File: config.mk
export PLATFORM = sky130hd
export DESIGN_NAME = ebc_top
export DESIGN_NICKNAME = d
export VERILOG_FILES = /design/src/verilog/ebc_top.v
export VERILOG_INCLUDE_DIRS = /design/src /design/src/verilog
export SDC_FILE = /design/constraint.sdc
export NUM_CORES = 1
export LEC_CHECK = 0
export BUFFER_PORTS_ARGS = -buffer_cell sky130_fd_sc_hd__buf_2
export CAP_MARGIN = 30
export CORE_ASPECT_RATIO = 2
export CORE_MARGIN = 4
export CORE_UTILIZATION = 44
export CTS_BUF_LIST = sky130_fd_sc_hd__clkbuf_8
export CTS_CLUSTER_DIAMETER = 100
export DETAILED_ROUTE_END_ITERATION = 8
export GPL_ROUTABILITY_DRIVEN = 0
export PLACE_DENSITY = 0.77
export RECOVER_POWER = 50
export SETUP_SLACK_MARGIN = 0.15
export SLEW_MARGIN = 10
export SYNTH_ARGS = -nofsm -noshare
export SYNTH_HDL_FRONTEND = slang
export SYNTH_SLANG_ARGS = --single-unit
File: constraint.sdc
create_clock -name aclk -period 2.1 [get_ports aclk]
set_input_delay 0.42 -clock aclk [delete_from_list [all_inputs] [get_ports aclk]]
set_output_delay 0.42 -clock aclk [all_outputs]
set_load 0.01 [all_outputs]
File: src/verilog/ebc_consts.vh
// Constants for the external bus control block
`ifndef EBC_CONSTS_VH
`define EBC_CONSTS_VH

// Register byte offsets
`define EBC_REG_CONFIG 8'h00
`define EBC_REG_ADDR 8'h04
`define EBC_REG_WDATA 8'h08
`define EBC_REG_CMD 8'h0C
`define EBC_REG_STATUS 8'h10
`define EBC_REG_RDATA 8'h14
`define EBC_REG_GPIO_OUT 8'h18
`define EBC_REG_GPIO_DIR 8'h1C
`define EBC_REG_GPIO_IN 8'h20

// Chip configuration word fields
`define EBC_CFG_VALID 0
`define EBC_CFG_WID_A 1
`define EBC_CFG_WID_B 2
`define EBC_CFG_ODD 3
`define EBC_CFG_EVEN 4
`define EBC_CFG_BUS 5
`define EBC_CFG_RESET 6'h20

// Command fields
`define EBC_CMD_WRITE 0
`define EBC_CMD_FETCH 1
`define EBC_CMD_BYTE 2

// Status fields
`define EBC_ST_BUSY 0
`define EBC_ST_INT 1
`define EBC_ST_W16 2
`define EBC_ST_XSEL 3

// Port 5 pin positions
`define EBC_P5_STROBE 0
`define EBC_P5_FETCH 1
`define EBC_P5_WRITE 2
`define EBC_P5_READ 3
`define EBC_P5_BYTESEL 5
`define EBC_P5_READY 6
`define EBC_P5_WIDTH 7
`define EBC_P5_BUS_OUT 8'h2F
`define EBC_P5_BUS_MASK 8'hEF

// On-chip program range and blank read value
`define EBC_INT_LO 16'h2000
`define EBC_INT_HI 16'h5FFF
`define EBC_BLANK 16'hFFFF

// Bus cycle states
`define EBC_S_IDLE 2'h0
`define EBC_S_ADDR 2'h1
`define EBC_S_DATA 2'h2
`define EBC_S_DONE 2'h3

`define EBC_RESP_OKAY 2'h0
`define EBC_RESP_SLVERR 2'h2

`endif

File: src/verilog/ebc_top.v
// External multiplexed bus controller with AXI4-Lite register access
`timescale 1ns/10ps
`include "ebc_consts.vh"

// Function
// (RULE1) The address strobe works either as an address-latch pulse or as an address-valid level, set by configuration.
// (RULE2) In address-valid mode the strobe returns high at the end of every bus cycle.
// (RULE3) The strobe is active only during external accesses and its pin is plain port I/O otherwise; the code frees it only with config bit 5 clear.
// (RULE4) The byte-select pin is an upper-byte enable or an odd-byte write strobe, set by configuration.
// (RULE5) The byte-select pin is driven active only in external write cycles.
// (RULE6) With configuration bits 1 and 2 both set, the width input pin decides each cycle's width.
// (RULE7) The width pin low gives an 8-bit cycle and high a 16-bit cycle, and the cycle runs at that width.
// (RULE8) The clock output runs at half the input clock rate with 50% duty.
// (RULE9) With the latched external-access input low, every access goes to the external bus.
// (RULE10) With it high, addresses 2000H to 5FFFH are served on chip and the rest go external.
// (RULE11) The fetch indicator is high through an external instruction fetch cycle and low otherwise.
// (RULE12) Ports 3 and 4 carry address and data with strong drive in bus mode and are open-drain as port I/O.
// (RULE13) Seven port 5 pins carry bus control and each stays port I/O when its bus use is off; the code switches all seven together on config bit 5.
// (RULE14) The read strobe is low only during external read cycles.
// (RULE15) The ready input held low stretches a cycle until a rising clock-output edge sees it high.
// (RULE16) The write strobe is low on every external write, or in even mode only for even-byte writes.
// (RULE17) The address is on the bus while the strobe is active and the same lines carry data afterwards; the code keeps the valid-mode strobe low in data.
module ebc_top
(
   input wire aclk,
   input wire aresetn,
   input wire [7:0] s_axi_awaddr,
   input wire s_axi_awvalid,
   output reg s_axi_awready,
   input wire [31:0] s_axi_wdata,
   input wire [3:0] s_axi_wstrb,
   input wire s_axi_wvalid,
   output reg s_axi_wready,
   output reg [1:0] s_axi_bresp,
   output reg s_axi_bvalid,
   input wire s_axi_bready,
   input wire [7:0] s_axi_araddr,
   input wire s_axi_arvalid,
   output reg s_axi_arready,
   output reg [31:0] s_axi_rdata,
   output reg [1:0] s_axi_rresp,
   output reg s_axi_rvalid,
   input wire s_axi_rready,
   input wire external_access_select,
   input wire [7:0] port3_in,
   output reg [7:0] port3_out,
   output reg [7:0] port3_oe,
   input wire [7:0] port4_in,
   output reg [7:0] port4_out,
   output reg [7:0] port4_oe,
   input wire [7:0] port5_in,
   output reg [7:0] port5_out,
   output reg [7:0] port5_oe,
   output reg half_rate_clock_output
);

   reg [5:0] chip_configuration_word;
   reg [15:0] addr_reg;
   reg [15:0] wdata_reg;
   reg [15:0] rdata_reg;
   reg [23:0] gpio_out;
   reg [7:0] gpio_dir;
   reg [1:0] state;
   reg busy;
   reg acc_write;
   reg acc_fetch;
   reg acc_byte;
   reg second;
   reg [15:0] cur_addr;
   reg last_int;
   reg last_w16;
   reg xsel_latched;
   reg rst_seen;
   reg have_aw;
   reg have_w;
   reg [7:0] awaddr_q;
   reg [31:0] wdata_q;
   reg [3:0] wstrb_q;
   reg [31:0] rd_word;
   reg rd_ok;
   reg [7:0] next_p3_out;
   reg [7:0] next_p3_oe;
   reg [7:0] next_p4_out;
   reg [7:0] next_p4_oe;
   reg [7:0] bus_p5;
   wire [23:0] wmask;
   wire [7:0] wa;
   wire [7:0] ra;
   wire tick;
   wire dynamic;
   wire width_now;
   wire ready_in;
   wire internal;
   wire do_write;
   wire hi_byte;
   wire odd_mode;
   wire [7:0] next_p5_out;
   wire [7:0] next_p5_oe;

   assign wmask = {{8{wstrb_q[2]}}, {8{wstrb_q[1]}}, {8{wstrb_q[0]}}};
   assign wa = {awaddr_q[7:2], 2'b00};
   assign ra = {s_axi_araddr[7:2], 2'b00};
   assign do_write = have_aw && have_w && !s_axi_bvalid;
   // Next aclk edge is a rising edge of the clock output
   assign tick = !half_rate_clock_output;
   assign dynamic = chip_configuration_word[`EBC_CFG_WID_A] && chip_configuration_word[`EBC_CFG_WID_B]; // see (RULE6)
   assign width_now = dynamic ? port5_in[`EBC_P5_WIDTH] : chip_configuration_word[`EBC_CFG_WID_A]; // see (RULE7)
   assign ready_in = port5_in[`EBC_P5_READY];
   assign internal = xsel_latched && (cur_addr >= `EBC_INT_LO) && (cur_addr <= `EBC_INT_HI); // see (RULE9) (RULE10)
   assign hi_byte = cur_addr[0] || (!acc_byte && !second && width_now);
   assign odd_mode = chip_configuration_word[`EBC_CFG_ODD];

   // Read decode
   always @*
   begin
      rd_word = 32'h00000000;
      rd_ok = 1'b1;
      if (ra == `EBC_REG_CONFIG)
         rd_word = {26'h0000000, chip_configuration_word};
      else if (ra == `EBC_REG_ADDR)
         rd_word = {16'h0000, addr_reg};
      else if (ra == `EBC_REG_WDATA)
         rd_word = {16'h0000, wdata_reg};
      else if (ra == `EBC_REG_CMD)
         rd_word = {29'h00000000, acc_byte, acc_fetch, acc_write};
      else if (ra == `EBC_REG_STATUS)
         rd_word = {28'h0000000, xsel_latched, last_w16, last_int, busy};
      else if (ra == `EBC_REG_RDATA)
         rd_word = {16'h0000, rdata_reg};
      else if (ra == `EBC_REG_GPIO_OUT)
         rd_word = {8'h00, gpio_out};
      else if (ra == `EBC_REG_GPIO_DIR)
         rd_word = {8'h00, gpio_dir, 16'h0000};
      else if (ra == `EBC_REG_GPIO_IN)
         rd_word = {8'h00, port5_in, port4_in, port3_in};
      else
         rd_ok = 1'b0;
   end

   // AXI4-Lite slave and register file
   always @(posedge aclk)
   begin
      if (!aresetn)
      begin
         s_axi_awready <= 1'b0;
         s_axi_wready <= 1'b0;
         s_axi_bvalid <= 1'b0;
         s_axi_bresp <= `EBC_RESP_OKAY;
         s_axi_arready <= 1'b0;
         s_axi_rvalid <= 1'b0;
         s_axi_rresp <= `EBC_RESP_OKAY;
         s_axi_rdata <= 32'h00000000;
         have_aw <= 1'b0;
         have_w <= 1'b0;
         awaddr_q <= 8'h00;
         wdata_q <= 32'h00000000;
         wstrb_q <= 4'h0;
         chip_configuration_word <= `EBC_CFG_RESET;
         addr_reg <= 16'h0000;
         wdata_reg <= 16'h0000;
         gpio_out <= 24'hFFFFFF;
         gpio_dir <= 8'h00;
      end
      else
      begin
         if (s_axi_awvalid && s_axi_awready)
         begin
            have_aw <= 1'b1;
            awaddr_q <= s_axi_awaddr;
            s_axi_awready <= 1'b0;
         end
         else if (!have_aw && !s_axi_bvalid)
            s_axi_awready <= 1'b1;
         if (s_axi_wvalid && s_axi_wready)
         begin
            have_w <= 1'b1;
            wdata_q <= s_axi_wdata;
            wstrb_q <= s_axi_wstrb;
            s_axi_wready <= 1'b0;
         end
         else if (!have_w && !s_axi_bvalid)
            s_axi_wready <= 1'b1;
         if (do_write)
         begin
            have_aw <= 1'b0;
            have_w <= 1'b0;
            s_axi_bvalid <= 1'b1;
            s_axi_bresp <= `EBC_RESP_OKAY;
            if (wa == `EBC_REG_CONFIG)
               chip_configuration_word <= (chip_configuration_word & ~wmask[5:0]) | (wdata_q[5:0] & wmask[5:0]);
            else if (wa == `EBC_REG_ADDR)
               addr_reg <= (addr_reg & ~wmask[15:0]) | (wdata_q[15:0] & wmask[15:0]);
            else if (wa == `EBC_REG_WDATA)
               wdata_reg <= (wdata_reg & ~wmask[15:0]) | (wdata_q[15:0] & wmask[15:0]);
            else if (wa == `EBC_REG_GPIO_OUT)
               gpio_out <= (gpio_out & ~wmask) | (wdata_q[23:0] & wmask);
            else if (wa == `EBC_REG_GPIO_DIR)
               gpio_dir <= wstrb_q[2] ? wdata_q[23:16] : gpio_dir;
            else if (wa == `EBC_REG_CMD || wa == `EBC_REG_STATUS || wa == `EBC_REG_RDATA || wa == `EBC_REG_GPIO_IN)
               s_axi_bresp <= `EBC_RESP_OKAY;
            else
               s_axi_bresp <= `EBC_RESP_SLVERR;
         end
         else if (s_axi_bvalid && s_axi_bready)
            s_axi_bvalid <= 1'b0;
         if (s_axi_arvalid && s_axi_arready)
         begin
            s_axi_arready <= 1'b0;
            s_axi_rvalid <= 1'b1;
            s_axi_rdata <= rd_word;
            s_axi_rresp <= rd_ok ? `EBC_RESP_OKAY : `EBC_RESP_SLVERR;
         end
         else if (s_axi_rvalid && s_axi_rready)
         begin
            s_axi_rvalid <= 1'b0;
            s_axi_arready <= 1'b1;
         end
         else if (!s_axi_rvalid)
            s_axi_arready <= 1'b1;
      end
   end

   // Bus cycle sequencer
   always @(posedge aclk)
   begin
      if (!aresetn)
      begin
         half_rate_clock_output <= 1'b0;
         state <= `EBC_S_IDLE;
         busy <= 1'b0;
         acc_write <= 1'b0;
         acc_fetch <= 1'b0;
         acc_byte <= 1'b0;
         second <= 1'b0;
         cur_addr <= 16'h0000;
         last_int <= 1'b0;
         last_w16 <= 1'b0;
         rdata_reg <= 16'h0000;
         xsel_latched <= 1'b0;
         rst_seen <= 1'b0;
      end
      else
      begin
         half_rate_clock_output <= !half_rate_clock_output; // see (RULE8)
         if (!rst_seen)
         begin
            rst_seen <= 1'b1;
            xsel_latched <= external_access_select; // see (RULE9)
         end
         if (do_write && wa == `EBC_REG_CMD && wstrb_q[0] && !busy)
         begin
            busy <= 1'b1;
            acc_write <= wdata_q[`EBC_CMD_WRITE];
            acc_fetch <= wdata_q[`EBC_CMD_FETCH];
            acc_byte <= wdata_q[`EBC_CMD_BYTE];
            second <= 1'b0;
            cur_addr <= addr_reg;
         end
         case (state)
            `EBC_S_IDLE:
            begin
               if (busy && rst_seen && internal)
               begin
                  busy <= 1'b0;
                  last_int <= 1'b1; // see (RULE10)
                  if (!acc_write)
                     rdata_reg <= `EBC_BLANK;
               end
               else if (busy && rst_seen && tick)
               begin
                  last_int <= 1'b0;
                  state <= `EBC_S_ADDR;
               end
            end
            `EBC_S_ADDR:
               if (tick)
                  state <= `EBC_S_DATA;
            `EBC_S_DATA:
               if (tick && ready_in) // see (RULE15)
               begin
                  state <= `EBC_S_DONE;
                  last_w16 <= width_now; // see (RULE7)
                  if (!acc_write && width_now)
                     rdata_reg <= {port4_in, port3_in};
                  else if (!acc_write && cur_addr[0])
                     rdata_reg[15:8] <= port3_in;
                  else if (!acc_write)
                     rdata_reg[7:0] <= port3_in;
               end
            default:
               if (tick)
               begin
                  if (!acc_byte && !last_w16 && !second)
                  begin
                     second <= 1'b1;
                     cur_addr <= cur_addr | 16'h0001;
                     state <= `EBC_S_ADDR;
                  end
                  else
                  begin
                     busy <= 1'b0;
                     state <= `EBC_S_IDLE;
                  end
               end
         endcase
      end
   end

   // Bus control levels on port 5
   always @*
   begin
      bus_p5 = `EBC_P5_BUS_OUT;
      if (chip_configuration_word[`EBC_CFG_VALID])
         bus_p5[`EBC_P5_STROBE] = !(state == `EBC_S_ADDR || state == `EBC_S_DATA); // see (RULE1) (RULE2) (RULE3)
      else
         bus_p5[`EBC_P5_STROBE] = (state == `EBC_S_ADDR); // see (RULE1) (RULE3)
      bus_p5[`EBC_P5_FETCH] = acc_fetch && !acc_write && (state != `EBC_S_IDLE); // see (RULE11)
      bus_p5[`EBC_P5_READ] = !(state == `EBC_S_DATA && !acc_write); // see (RULE14)
      if (chip_configuration_word[`EBC_CFG_EVEN])
         bus_p5[`EBC_P5_WRITE] = !(state == `EBC_S_DATA && acc_write && !cur_addr[0]); // see (RULE16)
      else
         bus_p5[`EBC_P5_WRITE] = !(state == `EBC_S_DATA && acc_write); // see (RULE16)
      if (odd_mode)
         bus_p5[`EBC_P5_BYTESEL] = !(state == `EBC_S_DATA && acc_write && hi_byte); // see (RULE4) (RULE5)
      else
         bus_p5[`EBC_P5_BYTESEL] = !(state != `EBC_S_IDLE && state != `EBC_S_DONE && acc_write && hi_byte); // see (RULE4) (RULE5)
   end

   // Port 5 pins fall back to port I/O when the bus is off
   assign next_p5_out = chip_configuration_word[`EBC_CFG_BUS] ?
      ((bus_p5 & `EBC_P5_BUS_MASK) | (gpio_out[23:16] & ~`EBC_P5_BUS_MASK)) : gpio_out[23:16]; // see (RULE13)
   assign next_p5_oe = chip_configuration_word[`EBC_CFG_BUS] ?
      ((`EBC_P5_BUS_OUT & `EBC_P5_BUS_MASK) | (gpio_dir & ~`EBC_P5_BUS_MASK)) : gpio_dir; // see (RULE13)

   // Address and data on ports 3 and 4
   always @*
   begin
      next_p3_out = 8'h00;
      next_p4_out = 8'h00;
      next_p3_oe = ~gpio_out[7:0]; // see (RULE12)
      next_p4_oe = ~gpio_out[15:8]; // see (RULE12)
      if (state == `EBC_S_ADDR)
      begin
         next_p3_out = cur_addr[7:0]; // see (RULE17)
         next_p4_out = cur_addr[15:8];
         next_p3_oe = 8'hFF; // see (RULE12)
         next_p4_oe = 8'hFF;
      end
      else if ((state == `EBC_S_DATA || state == `EBC_S_DONE) && acc_write)
      begin
         next_p3_out = cur_addr[0] ? wdata_reg[15:8] : wdata_reg[7:0]; // see (RULE17)
         next_p4_out = wdata_reg[15:8];
         next_p3_oe = 8'hFF;
         next_p4_oe = 8'hFF;
      end
      else if (state == `EBC_S_DATA || state == `EBC_S_DONE)
      begin
         next_p3_oe = 8'h00; // see (RULE17)
         next_p4_oe = 8'h00;
      end
   end

   // Pin registers
   always @(posedge aclk)
   begin
      if (!aresetn)
      begin
         port3_out <= 8'h00;
         port3_oe <= 8'h00;
         port4_out <= 8'h00;
         port4_oe <= 8'h00;
         port5_out <= 8'h00;
         port5_oe <= 8'h00;
      end
      else
      begin
         port3_out <= next_p3_out;
         port3_oe <= next_p3_oe;
         port4_out <= next_p4_out;
         port4_oe <= next_p4_oe;
         port5_out <= next_p5_out;
         port5_oe <= next_p5_oe;
      end
   end

endmodule
==> results.ini <==
[worst_setup_path]
r2r_slack_ns = 0.18
crit_fanout = 15
crit_slowest_cell = dfxtp_1
cp_cell_sequence = inv_1 > ha_4 > o21ai_0 > buf_4 > nor2_1 > buf_4 > a22oi_1 > nor2_1
path_class = reg2reg
worstReg2RegStart = state[0]
start_kind = flip-flop
crit_required_ns = 2.51
crit_path_max_incr_delay_ns = 0.42
arrival_ns = 2.33
rr_endpoint = port4_out[7]
reg2reg_depth = 8
endpoint_kind = flip-flop

[sta]
slew_viol_final = 0
fin_skew_ns = 0.01100
fmax_mhz = 521.4
fin_crit_ns = 1.918
hold_ws_ns = 0.07139
rsz0062_at_grt = false
timing.setup.tns_ns = 0
finalHoldViolCount = 0
timing_worst_slew_pin_value_ns = 1.384
slew-limit-headroom_pct = 7.756
setup_viol = 0
fin_crit_sh_pct = 91.32

[floorplanning]
core_mm2 = 0.02226
pin_count = 174
initial_utilization_pct = 45.01
dieWidth_um = 114.7
dieArea_mm2 = 0.02539
row_count = 77
die_y_um = 221.4

[cells_and_area]
fin_cells = 1589
drive_above_1_share_pct = 15.55
nNetsFinal = 1380
syn2layout_area_growth_pct = 17.59

[drt]
first_iter_violations = 769
ant_nets = 0
wire_per_inst_um = 19.29
vias_per_cell = 5.841
drc = 0
firstDrtPassIters = 5
wl_um = 30660
vias = 9281

[logic_synthesis]
ys_warn_count = 0
async_flop_share_pct = 0
ys.flop_type = dfxtp_1
yosys.area.top_type = dfxtp_1
synth_area_per_cell_um2 = 8.772
netlist-cell-type-count = 66
synth_area_mm2 = 0.01002
synth_top_area_share_pct = 45.57
synth_edf_count = 0
syn_inst = 1142
synth_area_leaders = dfxtp_1 46%, mux2i_1 7.0%, nand2_1 5.1%
ys_ff_latch = 228
synth-seq-area-share_pct = 45.57

[worst_hold_path]
hold_depth = 3
holdPathEnd = xsel_latched
hold_path.startpoint = external_access_select
min_path_type = in2reg

[clock_tree]
cts_max_level = 1
cts_tree = done
clk_pin_slew_worst_paths_ns = 0.07
cts_num_sinks = 228
clock_path_buffers = 3
clock_latency_ns = 0.58
clockRootBuffer = clkbuf_8
cts_buffers = 30

[placement]
hpwl_um = 22860
portBuffers = 150
dp_cells = 1531

[grt]
grt_overflow_total = 0
gr-usage-all-layers_pct = 23.19
grt_start_max_net_pins = 124
antenna_found_initial = 1
grt_pass1_wl_um = 47650
grt_pass1_vias = 9060

[power]
p_leak_nw = 4.559
pwr-share-clk_pct = 40.7
p_per_area_mw_per_mm2 = 721.8
combPwrFrac_pct = 7.0
p_int_mw = 6.430
ir_drop_mv = 0.5397
swShare_pct = 24.37
p_sw_mw = 2.072
seq_power_share_pct = 52.4

[flow_run]
maxCapViolCount = 0

[run_status]
status = finished, final reports clean

-- layout make-up --
class                   instances  area, µm²
fillers                      2040      10480
multi-input cells             774       4907
flip-flops and latches        228       4564
repair buffers                215       1170
clock buffers                  37      509.2
well taps                     276      345.3
inverters                      42      162.7
clock inverters                16      117.6
diodes                          1      2.502
-- repair_timing --
action,4_1_cts,5_1_grt
setup buffers,0,3
setup endpoints to repair,6,11
hold buffers,0,0
gates resized for setup,2,3
-- layout by cell type (no fill, tap or decap), types with 5 or more instances in the layout --
cell type	count
o21ai_0	77
nand2_1	137
buf_2	79
o2111ai_1	11
a22oi_1	16
o311ai_1	27
o211ai_1	20
conb_1	10
nand3_1	26
nor3_1	6
o21ai_1	18
o221ai_1	13
mux2_2	7
nand2b_1	21
a2bb2oi_1	9
dfxtp_1	228
nor2b_1	8
a21o_1	12
o311ai_0	6
and3_1	22
mux2i_1	70
o41ai_1	8
inv_1	50
buf_4	56
clkbuf_8	37
a311o_1	8
a211oi_1	5
nor2_1	75
a31oi_1	7
or3_1	7
a21oi_1	70
a32o_1	13
clkbuf_1	75
-- synth_stat cells, drive strengths merged, types with 3 or more instances --
library cell / n
a211oi: 5
a21o: 12
a21oi: 70
a22oi: 17
a2bb2oi: 9
a311o: 8
a31oi: 7
a32o: 13
and2: 6
and3: 22
buf: 29
clkbuf: 78
dfxtp: 228
ha: 5
inv: 42
mux2: 7
mux2i: 70
nand2: 137
nand2b: 21
nand3: 26
nand3b: 3
nand4b: 3
nor2: 75
nor2b: 8
nor3: 6
nor4: 8
nor4b: 4
o2111ai: 11
o211ai: 20
o21ai: 95
o221ai: 13
o311ai: 33
o31ai: 4
o41ai: 8
or3: 7
-- critical path: cells and delay by family, from the launching register on --
family,cells,cell delay [ns]
AOI/OAI and AO/OA,2,0.54
buffers and inverters,3,0.49
DFF,1,0.42
adders and majority gates,1,0.20
and+or+nand+nor,2,0.11
-- cell families after synthesis --
family                   Yosys count  share of synthesized area [%]
multiplexers                      77                          7.782
buffers and inverters            149                          6.133
AO/OA/AOI/OAI                    343                          23.30
XOR/XNOR                           2                         0.1749
flip-flops                       228                          45.57
AND/OR/NAND/NOR                  337                          16.39
adder cells (fa/ha/maj)            5                         0.6245
other                              1                        0.03744
-- power by group through the flow --
stage | clock network [mW] | registers (mW) | logic (mW)
2_1_floorplan | 0 | 4.54 | 0.359
5_1_grt | 3.66 | 4.46 | 0.647
3_5_place_dp | 0 | 4.55 | 0.594
6_report | 3.46 | 4.45 | 0.592
3_3_place_gp | 0 | 4.55 | 0.587
4_1_cts | 3.50 | 4.45 | 0.597
-- routing by layer --
layer	part of all wire, %	GRT usage [%]	up-vias	routed length (µm)
met5	0	0	-	0
met4	6.6	15.54	0	2036
met3	5.3	2.952	116	1623
met2	52	41.33	369	16000
met1	36	24.80	4376	11000
li1	-	-	4420	-
-- per-stage QoR --
stage / setup WS (ns) / power (mW) / area, µm² / utilization [%]
3_5_place_dp: 0.08986 / 5.143 / 11210 / 50.39
2_1_floorplan: 0.1620 / 4.898 / 10050 / -
6_report: 0.1823 / 8.502 / 11780 / 52.93
4_1_cts: 0.1750 / 8.550 / 11850 / 53.24
3_3_place_gp: 0.1069 / 5.133 / 11210 / 50.39
5_1_grt: 0.1103 / 8.765 / 11780 / 52.93
-- worst max path at each step --
stage / startpoint / end / slack, ns / depth (start not counted)
floorplan: state[0] / rdata_reg[0] / 0.16 / 7
global placement: s_axi_arvalid / s_axi_rdata[10] / 0.11 / 6
detailed placement: aresetn / s_axi_rdata[12] / 0.09 / 7
CTS: state[0] / rdata_reg[9] / 0.18 / 7
global route: awaddr_q[5] / cur_addr[0] / 0.11 / 5
finish: state[0] / port4_out[7] / 0.18 / 8
(Power assumes the default switching activity.)
